[config.mk]
export PLATFORM = sky130hd
export DESIGN_NAME = bk7_ctrl
export DESIGN_NICKNAME = d
export VERILOG_FILES = /design/src/hw/bk7_pkg.sv /design/src/hw/bk7_ctrl.sv /design/src/hw/bk7_vtable.sv
export SDC_FILE = /design/constraint.sdc
export NUM_CORES = 1
export LEC_CHECK = 0
export BUFFER_PORTS_ARGS = -buffer_cell sky130_fd_sc_hd__buf_2
export CORE_MARGIN = 5
export CORE_UTILIZATION = 55
export DETAILED_ROUTE_END_ITERATION = 16
export PLACE_DENSITY_LB_ADDON = 0.12
export RECOVER_POWER = 100
export SYNTH_ARGS = -nofsm -noshare
export SYNTH_HDL_FRONTEND = slang
export SYNTH_SLANG_ARGS = --single-unit
[constraint.sdc]
create_clock -name hclk -period 2.65 [get_ports hclk]
set_input_delay 0.1325 -clock hclk [delete_from_list [all_inputs] [get_ports hclk]]
set_output_delay 0.1325 -clock hclk [all_outputs]
set_load 0.05 [all_outputs]
[src/hw/bk7_pkg.sv]
package bk7_pkg;
    // register byte offsets
    localparam logic [7:0] BK7_OFF_VOLT = 8'h00;
    localparam logic [7:0] BK7_OFF_MODE = 8'h04;
    localparam logic [7:0] BK7_OFF_CFG = 8'h08;
    localparam logic [7:0] BK7_OFF_STAT = 8'h0c;
    localparam logic [7:0] BK7_OFF_IRQ = 8'h10;
    // field widths
    localparam int BK7_VW = 5;
    localparam int BK7_MW = 2;
    localparam int BK7_IW = 2;
    localparam int BK7_PW = 3;
    // field positions
    localparam int BK7_MODE_STBY_LSB = 2;
    localparam int BK7_CFG_PH_LSB = 2;
    localparam int BK7_STAT_STBY_BIT = 2;
    localparam int BK7_STAT_BUSY_BIT = 3;
    localparam int BK7_STAT_IND_LSB = 4;
    localparam int BK7_STAT_VOLT_LSB = 8;
    localparam int BK7_IRQ_MASK_BIT = 1;
    localparam int BK7_IRQ_FLAG_BIT = 0;
    // reset values
    localparam logic [1:0] BK7_MODE_SEQ = 2'h3;
    localparam logic [1:0] BK7_MODE_NOSEQ = 2'h0;
    localparam logic [2:0] BK7_PHASE_ZERO = 3'h7;
    localparam logic [1:0] BK7_ILIM_RST = 2'h0;
    localparam logic [1:0] BK7_IND_RSVD = 2'h3;
    localparam logic [8:0] BK7_SP_RST = 9'h064;
    // mode codes
    localparam logic [1:0] BK7_MODE_OFF = 2'h0;
    localparam logic [1:0] BK7_MODE_PWM = 2'h1;
    localparam logic [1:0] BK7_MODE_PFM = 2'h2;
    localparam logic [1:0] BK7_MODE_AUTO = 2'h3;
    // discharge time before re-enable
    localparam int BK7_CLK_MHZ = 25;
    localparam int BK7_DISCHARGE_US = 200;
    localparam int BK7_DISCHARGE_CYC = BK7_DISCHARGE_US * BK7_CLK_MHZ;
    localparam logic [1:0] BK7_HTRANS_NONSEQ = 2'h2;
    typedef enum logic [1:0] {BK7_ST_ON, BK7_ST_DISCH, BK7_ST_OFF} bk7_state_e;
endpackage

[src/hw/bk7_ctrl.sv]
// The register addresses and the AHB-Lite interface to the registers were decided locally.
`timescale 1ns/10ps
`default_nettype none
module bk7_ctrl
    import bk7_pkg::*;
#(
    parameter int DISCHARGE_CYC = BK7_DISCHARGE_CYC
) (
    // clock and reset
    input wire logic hclk,
    input wire logic hresetn,
    input wire logic clk_en,
    // ahb-lite slave
    input wire logic hsel,
    input wire logic [7:0] haddr,
    input wire logic [1:0] htrans,
    input wire logic hwrite,
    input wire logic [2:0] hsize,
    input wire logic hready,
    input wire logic [31:0] hwdata,
    output logic [31:0] hrdata,
    output logic hreadyout,
    output logic hresp,
    // otp and system
    input wire logic [BK7_VW-1:0] otp_buck7_voltage_default,
    input wire logic [1:0] otp_buck7_inductor_sel,
    input wire logic otp_in_sequence,
    input wire logic standby_req,
    // power stage
    output logic buck7_enable,
    output logic buck7_discharge,
    output logic [BK7_MW-1:0] buck7_mode_code,
    output logic [8:0] buck7_set_point_10mv,
    output logic [BK7_IW-1:0] buck7_current_limit_sel,
    output logic [BK7_PW-1:0] buck7_phase_sel,
    output logic [1:0] buck7_inductor_sel,
    output logic buck7_inductor_invalid,
    // interrupt
    output logic irq_out_n
);
    ////////////////////////////////////////////////////////////////
    // standby input synchroniser
    logic [2:0] sby_sync_q, sby_sync_d;
    logic standby_q, standby_d;

    always_comb begin
        sby_sync_d = {sby_sync_q[1:0], standby_req};
        standby_d = standby_q;
        if (sby_sync_q[1] == sby_sync_q[2]) begin
            standby_d = sby_sync_q[2];
        end
    end

    always_ff @(posedge hclk or negedge hresetn) begin
        if (!hresetn) begin
            sby_sync_q <= 3'h0;
            standby_q <= 1'b0;
        end else if (clk_en) begin
            sby_sync_q <= sby_sync_d;
            standby_q <= standby_d;
        end
    end

    ////////////////////////////////////////////////////////////////
    // ahb-lite address phase capture
    logic wr_pend_q, wr_pend_d;
    logic rd_pend_q, rd_pend_d;
    logic [7:0] addr_q, addr_d;
    logic take;

    assign take = hsel && hready && (htrans == BK7_HTRANS_NONSEQ);
    assign hreadyout = 1'b1;
    assign hresp = 1'b0;

    always_comb begin
        wr_pend_d = take && hwrite;
        rd_pend_d = take && !hwrite;
        addr_d = take ? haddr : addr_q;
    end

    always_ff @(posedge hclk or negedge hresetn) begin
        if (!hresetn) begin
            wr_pend_q <= 1'b0;
            rd_pend_q <= 1'b0;
            addr_q <= 8'h00;
        end else if (clk_en) begin
            wr_pend_q <= wr_pend_d;
            rd_pend_q <= rd_pend_d;
            addr_q <= addr_d;
        end
    end

    ////////////////////////////////////////////////////////////////
    // configuration registers
    logic init_q, init_d;
    logic [BK7_VW-1:0] volt_q, volt_d;
    logic [BK7_MW-1:0] run_q, run_d, sby_q, sby_d;
    logic [BK7_IW-1:0] ilim_q, ilim_d;
    logic [BK7_PW-1:0] phase_q, phase_d;
    logic [1:0] ind_q, ind_d;
    logic mask_q, mask_d;
    logic flag_q, flag_d;
    logic volt_chg;
    logic mode_chg;
    logic [BK7_MW-1:0] eff_mode, last_mode_q, last_mode_d;
    bk7_state_e st_q, st_d;
    logic [31:0] cnt_q, cnt_d;
    logic [31:0] rdata_d;
    logic [31:0] hrdata_d;
    logic irq_n_d;
    logic [8:0] set_point_d;

    always_comb begin
        init_d = 1'b1;
        volt_d = volt_q;
        run_d = run_q;
        sby_d = sby_q;
        ilim_d = ilim_q;
        phase_d = phase_q;
        ind_d = ind_q;
        mask_d = mask_q;
        volt_chg = 1'b0;
        if (!init_q) begin
            volt_d = otp_buck7_voltage_default;
            ind_d = otp_buck7_inductor_sel;
            run_d = otp_in_sequence ? BK7_MODE_SEQ : BK7_MODE_NOSEQ;
            sby_d = otp_in_sequence ? BK7_MODE_SEQ : BK7_MODE_NOSEQ;
        end else if (wr_pend_q) begin
            unique case (addr_q)
                BK7_OFF_VOLT: begin
                    volt_d = hwdata[BK7_VW-1:0];
                    volt_chg = (hwdata[BK7_VW-1:0] != volt_q);
                end
                BK7_OFF_MODE: begin
                    run_d = hwdata[BK7_MW-1:0];
                    sby_d = hwdata[BK7_MODE_STBY_LSB +: BK7_MW];
                end
                BK7_OFF_CFG: begin
                    ilim_d = hwdata[BK7_IW-1:0];
                    phase_d = hwdata[BK7_CFG_PH_LSB +: BK7_PW];
                end
                BK7_OFF_IRQ: mask_d = hwdata[BK7_IRQ_MASK_BIT];
                default: ;
            endcase
        end
    end

    always_ff @(posedge hclk or negedge hresetn) begin
        if (!hresetn) begin
            init_q <= 1'b0;
            volt_q <= '0;
            run_q <= BK7_MODE_NOSEQ;
            sby_q <= BK7_MODE_NOSEQ;
            ilim_q <= BK7_ILIM_RST;
            phase_q <= BK7_PHASE_ZERO;
            ind_q <= BK7_IND_RSVD;
            mask_q <= 1'b0;
        end else if (clk_en) begin
            init_q <= init_d;
            volt_q <= volt_d;
            run_q <= run_d;
            sby_q <= sby_d;
            ilim_q <= ilim_d;
            phase_q <= phase_d;
            ind_q <= ind_d;
            mask_q <= mask_d;
        end
    end

    ////////////////////////////////////////////////////////////////
    // enable sequencer: discharge then re-enable on voltage change
    // voltage unaffected by standby; only selector picks mode
    assign eff_mode = standby_q ? sby_q : run_q;

    always_comb begin
        st_d = st_q;
        cnt_d = cnt_q;
        unique case (st_q)
            BK7_ST_ON: begin
                if (volt_chg && eff_mode != BK7_MODE_OFF) begin
                    st_d = BK7_ST_DISCH;
                    cnt_d = 32'(DISCHARGE_CYC - 1);
                end
            end
            BK7_ST_DISCH: begin
                if (cnt_q == 32'h0) begin
                    st_d = BK7_ST_OFF;
                end else begin
                    cnt_d = cnt_q - 32'h1;
                end
            end
            BK7_ST_OFF: st_d = BK7_ST_ON;
        endcase
    end

    always_ff @(posedge hclk or negedge hresetn) begin
        if (!hresetn) begin
            st_q <= BK7_ST_ON;
            cnt_q <= 32'h0;
        end else if (clk_en) begin
            st_q <= st_d;
            cnt_q <= cnt_d;
        end
    end

    ////////////////////////////////////////////////////////////////
    // mode-change interrupt; set wins over clear
    assign mode_chg = init_q && (eff_mode != last_mode_q);

    always_comb begin
        // seed with the loaded selector: power-up load raises no flag
        last_mode_d = init_q ? eff_mode : run_d;
        flag_d = flag_q;
        if (wr_pend_q && addr_q == BK7_OFF_IRQ && hwdata[BK7_IRQ_FLAG_BIT]) begin
            flag_d = 1'b0;
        end
        if (mode_chg) begin
            flag_d = 1'b1;
        end
        irq_n_d = !(flag_d && !mask_d);
    end

    always_ff @(posedge hclk or negedge hresetn) begin
        if (!hresetn) begin
            last_mode_q <= BK7_MODE_OFF;
            flag_q <= 1'b0;
            irq_out_n <= 1'b1;
        end else if (clk_en) begin
            last_mode_q <= last_mode_d;
            flag_q <= flag_d;
            irq_out_n <= irq_n_d;
        end
    end

    ////////////////////////////////////////////////////////////////
    // power stage outputs
    bk7_vtable u_vtable (
        .code(volt_q),
        .set_point_10mv(set_point_d)
    );

    always_ff @(posedge hclk or negedge hresetn) begin
        if (!hresetn) begin
            buck7_set_point_10mv <= BK7_SP_RST;
        end else if (clk_en) begin
            buck7_set_point_10mv <= set_point_d;
        end
    end

    assign buck7_mode_code = (st_q == BK7_ST_ON) ? eff_mode : BK7_MODE_OFF;
    assign buck7_enable = (st_q == BK7_ST_ON) && (eff_mode != BK7_MODE_OFF);
    assign buck7_discharge = (st_q == BK7_ST_DISCH);
    assign buck7_current_limit_sel = ilim_q;
    assign buck7_phase_sel = phase_q;
    assign buck7_inductor_sel = ind_q;
    assign buck7_inductor_invalid = (ind_q == BK7_IND_RSVD);

    ////////////////////////////////////////////////////////////////
    // read data
    always_comb begin
        rdata_d = 32'h0;
        unique case (addr_d)
            BK7_OFF_VOLT: rdata_d[BK7_VW-1:0] = volt_q;
            BK7_OFF_MODE: rdata_d[2*BK7_MW-1:0] = {sby_q, run_q};
            BK7_OFF_CFG: rdata_d[BK7_CFG_PH_LSB+BK7_PW-1:0] = {phase_q, ilim_q};
            BK7_OFF_STAT: begin
                rdata_d[BK7_MW-1:0] = buck7_mode_code;
                rdata_d[BK7_STAT_STBY_BIT] = standby_q;
                rdata_d[BK7_STAT_BUSY_BIT] = (st_q != BK7_ST_ON);
                rdata_d[BK7_STAT_IND_LSB +: 2] = ind_q;
                rdata_d[BK7_STAT_VOLT_LSB +: 9] = set_point_d;
            end
            BK7_OFF_IRQ: rdata_d[1:0] = {mask_q, flag_q};
            default: ;
        endcase
        hrdata_d = hrdata;
        if (take && !hwrite) begin
            hrdata_d = rdata_d;
        end
    end

    always_ff @(posedge hclk or negedge hresetn) begin
        if (!hresetn) begin
            hrdata <= 32'h0;
        end else if (clk_en) begin
            hrdata <= hrdata_d;
        end
    end
endmodule
`default_nettype wire

[src/hw/bk7_vtable.sv]
`timescale 1ns/10ps
`default_nettype none
// code to set point in tens of millivolts
module bk7_vtable
    import bk7_pkg::*;
(
    // code in
    input wire logic [BK7_VW-1:0] code,
    // set point out
    output logic [8:0] set_point_10mv
);
    always_comb begin
        unique case (code)
            5'h00: set_point_10mv = 9'd100;
            5'h01: set_point_10mv = 9'd110;
            5'h02: set_point_10mv = 9'd120;
            5'h03: set_point_10mv = 9'd125;
            5'h04: set_point_10mv = 9'd130;
            5'h05: set_point_10mv = 9'd135;
            5'h06: set_point_10mv = 9'd150;
            5'h07: set_point_10mv = 9'd160;
            5'h08: set_point_10mv = 9'd180;
            5'h09: set_point_10mv = 9'd185;
            5'h0a: set_point_10mv = 9'd200;
            5'h0b: set_point_10mv = 9'd210;
            5'h0c: set_point_10mv = 9'd215;
            5'h0d: set_point_10mv = 9'd225;
            5'h0e: set_point_10mv = 9'd230;
            5'h0f: set_point_10mv = 9'd240;
            5'h10: set_point_10mv = 9'd250;
            5'h11: set_point_10mv = 9'd280;
            5'h12: set_point_10mv = 9'd315;
            5'h13: set_point_10mv = 9'd320;
            5'h14: set_point_10mv = 9'd325;
            5'h15: set_point_10mv = 9'd330;
            5'h16: set_point_10mv = 9'd335;
            5'h17: set_point_10mv = 9'd340;
            5'h18: set_point_10mv = 9'd350;
            5'h19: set_point_10mv = 9'd380;
            5'h1a: set_point_10mv = 9'd400;
            default: set_point_10mv = 9'd410;
        endcase
    end
endmodule
`default_nettype wire

==> Implementation_results.wiki <==
{| class="wikitable"
! Metric !! Value
|-
| Status || complete, but fails checks
|-
| Violations in the final reports || capacitance limit, slew limit
|-
| Share of synthesized area occupied by flip-flops and latches || 43.6%
|-
| Global routing usage summed across all routing layers || 23.0%
|-
| Average detailed-routed wire length per instance || 17.2 µm
|-
| Detailed-router iteration count before antenna repair || 5
|-
| Register-to-register setup slack || 0.04 ns
|-
| Share of flip-flops with an asynchronous set or reset || 100%
|-
| Worst-case setup slack after placement || 0.0772 ns
|-
| Type of destination of the critical path || flip-flop
|-
| First-pass GRT wire length || 21.5 mm
|-
| Count of cells along the worst hold path || 2
|-
| Total congestion overflow || 0
|-
| Crit-path cells || or4_1, a211oi_1, o211a_4, and3_2, nor2_1, buf_4, a221o_1
|-
| Effective utilization at floorplan || 55.6%
|-
| Number of levels in the clock H-tree || 3
|-
| Flip-flop and latch count after synthesis || 93
|-
| Count of vias placed by the detailed router || 4544
|-
| Number of unique standard cell types used by synthesis || 70
|-
| Area enclosed by the die boundary || 11800 µm²
|-
| Maximum vdd drop || 0.384 mV
|-
| CP max-delay cell || sky130_fd_sc_hd__or4_1
|-
| Final count of pins violating max slew || 98
|-
| Slew HR || -10.1%
|-
| Number of clock buffers inserted by TritonCTS || 9
|-
| Worst endpoint required time || 2.89 ns
|-
| Slew of the pin with the lowest slew margin || 1.65 ns
|-
| Number of antenna-violating nets in the routed design || 0
|-
| Vias per cell || 5.91
|-
| Share of cells above drive strength 1 || 20.4%
|-
| Sum of internal, switching and leakage power || 5.03 mW
|-
| Path type of the worst min-delay path || input pin to flip-flop
|-
| R2r worst-path depth || 7
|-
| Clock Pin Slew Worst Setup and Hold Paths || 0.09 ns
|-
| Final worst-path cycle share || 98.5%
|-
| Detailed Route WL || 13.2 mm
|-
| Peak Freq || 383 MHz
|-
| Vert. Die Dim || 109 µm
|-
| Kind of critical path || flip-flop to flip-flop
|-
| Overall die width || 109 µm
|-
| Slowest stage delay, CP || 0.58 ns
|-
| Worst EP arrival || 2.85 ns
|-
| Cell chosen for the clock root || sky130_fd_sc_hd__clkbuf_8
|-
| Number of violations reported at the end of detailed-routing iteration 0 || 232
|-
| Yosys warning total || 0
|-
| PwrDens || 829 nW/µm²
|-
| Count of endpoints failing setup in the final report || 0
|-
| DP Cell Count || 745
|-
| DPL Wire Length || 9.34 mm
|-
| Static leakage || 2.77 nW
|-
| Area of the mapped netlist || 5360 µm²
|-
| Residual DRC || 0
|-
| Area of the core region || 9640 µm²
|-
| Worst hold-check slack || 0.0119 ns
|-
| Type of origin of the critical path || flip-flop
|-
| Start point of the worst min-delay path || haddr[6]
|-
| Number of hold violations in the final report || 0
|-
| Max-Cap Viols || 2
|-
| Average footprint of a synthesized cell || 9.78 µm²
|-
| Pin count of the biggest net entering global routing || 62
|-
| CTS sink count || 93
|-
| Reg-to-Reg End || cnt_q[23]$_DFFE_PN0P_
|-
| Routability congestion estimate from global placement || 0.865
|-
| Number of global-route vias before repair || 4500
|-
| Antenna violations before repair || 0
|-
| Layout overhead on the synthesized area || 13.1%
|-
| Number of buffers between clock root and the deepest sink || 2
|-
| Number of enable-type register cells in the synthesized netlist || 0
|-
| Startpoint of the lowest-slack register-to-register path || addr_q[1]$_DFFE_PN0P_
|-
| Number of placed I/O pins || 116
|-
| Clock network latency to the later pin of the worst-skew pair || 0.37 ns
|-
| TritonCTS clock tree || yes
|-
| CP max FO || 12
|-
| Antenna diodes || 0
|-
| Final worst slack || 0.0399 ns
|-
| WHS Endpoint || addr_q[6]$_DFFE_PN0P_
|-
| Worst clock skew || 0.0142 ns
|-
| Final min period || 2.61 ns
|-
| Final standard cell count with taps included and fillers excluded || 769
|-
| Number of nets in the layout || 700
|-
| Port Buf Inserts || 66
|-
| Number of core rows || 36
|-
| Gate count of the mapped netlist || 548
|-
| Post-synth top flop || sky130_fd_sc_hd__dfrtp_1
|}
==> flip-flops by register name, summed over array words and instances, names as in the netlist, 3 cells and up <==
name / cells
cnt_q: 32
addr_q: 8
buck7_phase_sel: 3
hrdata: 15
volt_q: 5
buck7_set_point_10mv: 9
sby_sync_q: 3
==> stage by stage <==
step / setup TNS [ns] / instance area, µm² / util, %
2_1_floorplan: 0 / 5420 / -
3_3_place_gp: 0 / 5850 / 60.7
3_5_place_dp: 0 / 5850 / 60.7
4_1_cts: 0 / 6070 / 63.0
5_1_grt: -0.248 / 6060 / 62.9
6_report: 0 / 6060 / 62.9
==> repair_timing <==
item,4_1_cts,5_1_grt
setup buffers,0,2
gates resized for setup,0,4
setup endpoints to repair,0,18
hold endpoints to repair,57,1
hold buffers,4,1
==> cells by family after synthesis <==
family	share of synthesized area (%)
flip-flops	43.6
XOR/XNOR	1.14
adder cells (fa/ha/maj)	2.10
other	0.140
multiplexers	9.90
buffers and inverters	6.16
AO/OA/AOI/OAI	17.2
AND/OR/NAND/NOR	19.7
==> cells in the mapped netlist (all sizes together) (4+ instances only) <==
cell type  instances  area [µm²]
dfrtp             84        2100
o21ai             40         211
nand2             36         135
nor2              35         131
nor3              32         165
mux2              30         338
buf               28         203
a21oi             26         130
clkbuf            18        67.6
mux2i             17         170
inv               15        56.3
nand3             14        75.1
nand2b            11        68.8
and3              10        62.6
dfstp              9         236
ha                 9         113
a211o              8        70.1
a22o               8        70.1
nor2b              8        50.1
or4                8        63.8
a21o               7        52.6
a221o              7        70.1
or3                7        48.8
a31oi              6        37.5
nor4               6        73.8
or2                6        37.5
xnor2              5        43.8
and2               4        25.0
nand4              4        25.0
==> cell type report <==
class,count,area (µm²)
clock buffer,11,141
clock inverter,5,35.0
fill,851,3580
inverter,16,60.1
multi-input combinational,411,2780
sequential,93,2340
tap,133,166
timing repair buffer,100,537
==> worst max-delay path: cells and delay by family, from the launching register on <==
kind            cells  cell delay (ns)
buf+inv             1             0.18
flops               1             0.44
compound gates      3             0.96
simple gates        3             0.90
==> placed cells by master (no fill, tap or decap), types with 9 or more instances in the layout <==
cell type | Yosys | final
sky130_fd_sc_hd__a21oi_1 | 26 | 26
sky130_fd_sc_hd__and3_1 | 10 | 9
sky130_fd_sc_hd__buf_2 | 3 | 28
sky130_fd_sc_hd__buf_4 | 21 | 24
sky130_fd_sc_hd__clkbuf_1 | 18 | 40
sky130_fd_sc_hd__clkbuf_8 | 0 | 10
sky130_fd_sc_hd__conb_1 | 2 | 19
sky130_fd_sc_hd__dfrtp_1 | 84 | 84
sky130_fd_sc_hd__dfstp_2 | 9 | 9
sky130_fd_sc_hd__ha_1 | 9 | 9
sky130_fd_sc_hd__inv_1 | 15 | 15
sky130_fd_sc_hd__mux2_2 | 30 | 30
sky130_fd_sc_hd__mux2i_1 | 17 | 17
sky130_fd_sc_hd__nand2_1 | 36 | 36
sky130_fd_sc_hd__nand2b_1 | 11 | 11
sky130_fd_sc_hd__nand3_1 | 13 | 13
sky130_fd_sc_hd__nor2_1 | 35 | 35
sky130_fd_sc_hd__nor3_1 | 31 | 31
sky130_fd_sc_hd__o21ai_0 | 37 | 37
==> how the worst max path moves through the flow <==
stage                           from                     to  slack [ns]  cells after the start
6_report       addr_q[1]$_DFFE_PN0P_  cnt_q[23]$_DFFE_PN0P_        0.04                      7
5_1_grt        addr_q[1]$_DFFE_PN0P_  cnt_q[23]$_DFFE_PN0P_       -0.06                      7
4_1_cts        addr_q[5]$_DFFE_PN0P_  cnt_q[23]$_DFFE_PN0P_        0.04                      7
3_5_place_dp   addr_q[5]$_DFFE_PN0P_  cnt_q[23]$_DFFE_PN0P_        0.08                      7
3_3_place_gp   addr_q[5]$_DFFE_PN0P_  cnt_q[23]$_DFFE_PN0P_        0.12                      7
2_1_floorplan   cnt_q[0]$_DFFE_PN0P_   cnt_q[8]$_DFFE_PN0P_        0.27                      9
==> routing by layer <==
layer  global-route usage (%)  part of all wire (%)  up-vias
met1                     32.2                    48     2229
met4                     9.20                   1.7        0
met2                     35.9                    45      149
met3                     3.73                   5.5       21
li1                         -                     -     2145
met5                        0                     0        -
==> where the power goes <==
group	total (mW)	switching [mW]	internal, mW
registers	1.99	0.272	1.72
logic	2.15	1.38	0.766
clock network	0.886	0.517	0.370
total	5.03	2.17	2.85
(Power assumes the default switching activity.)
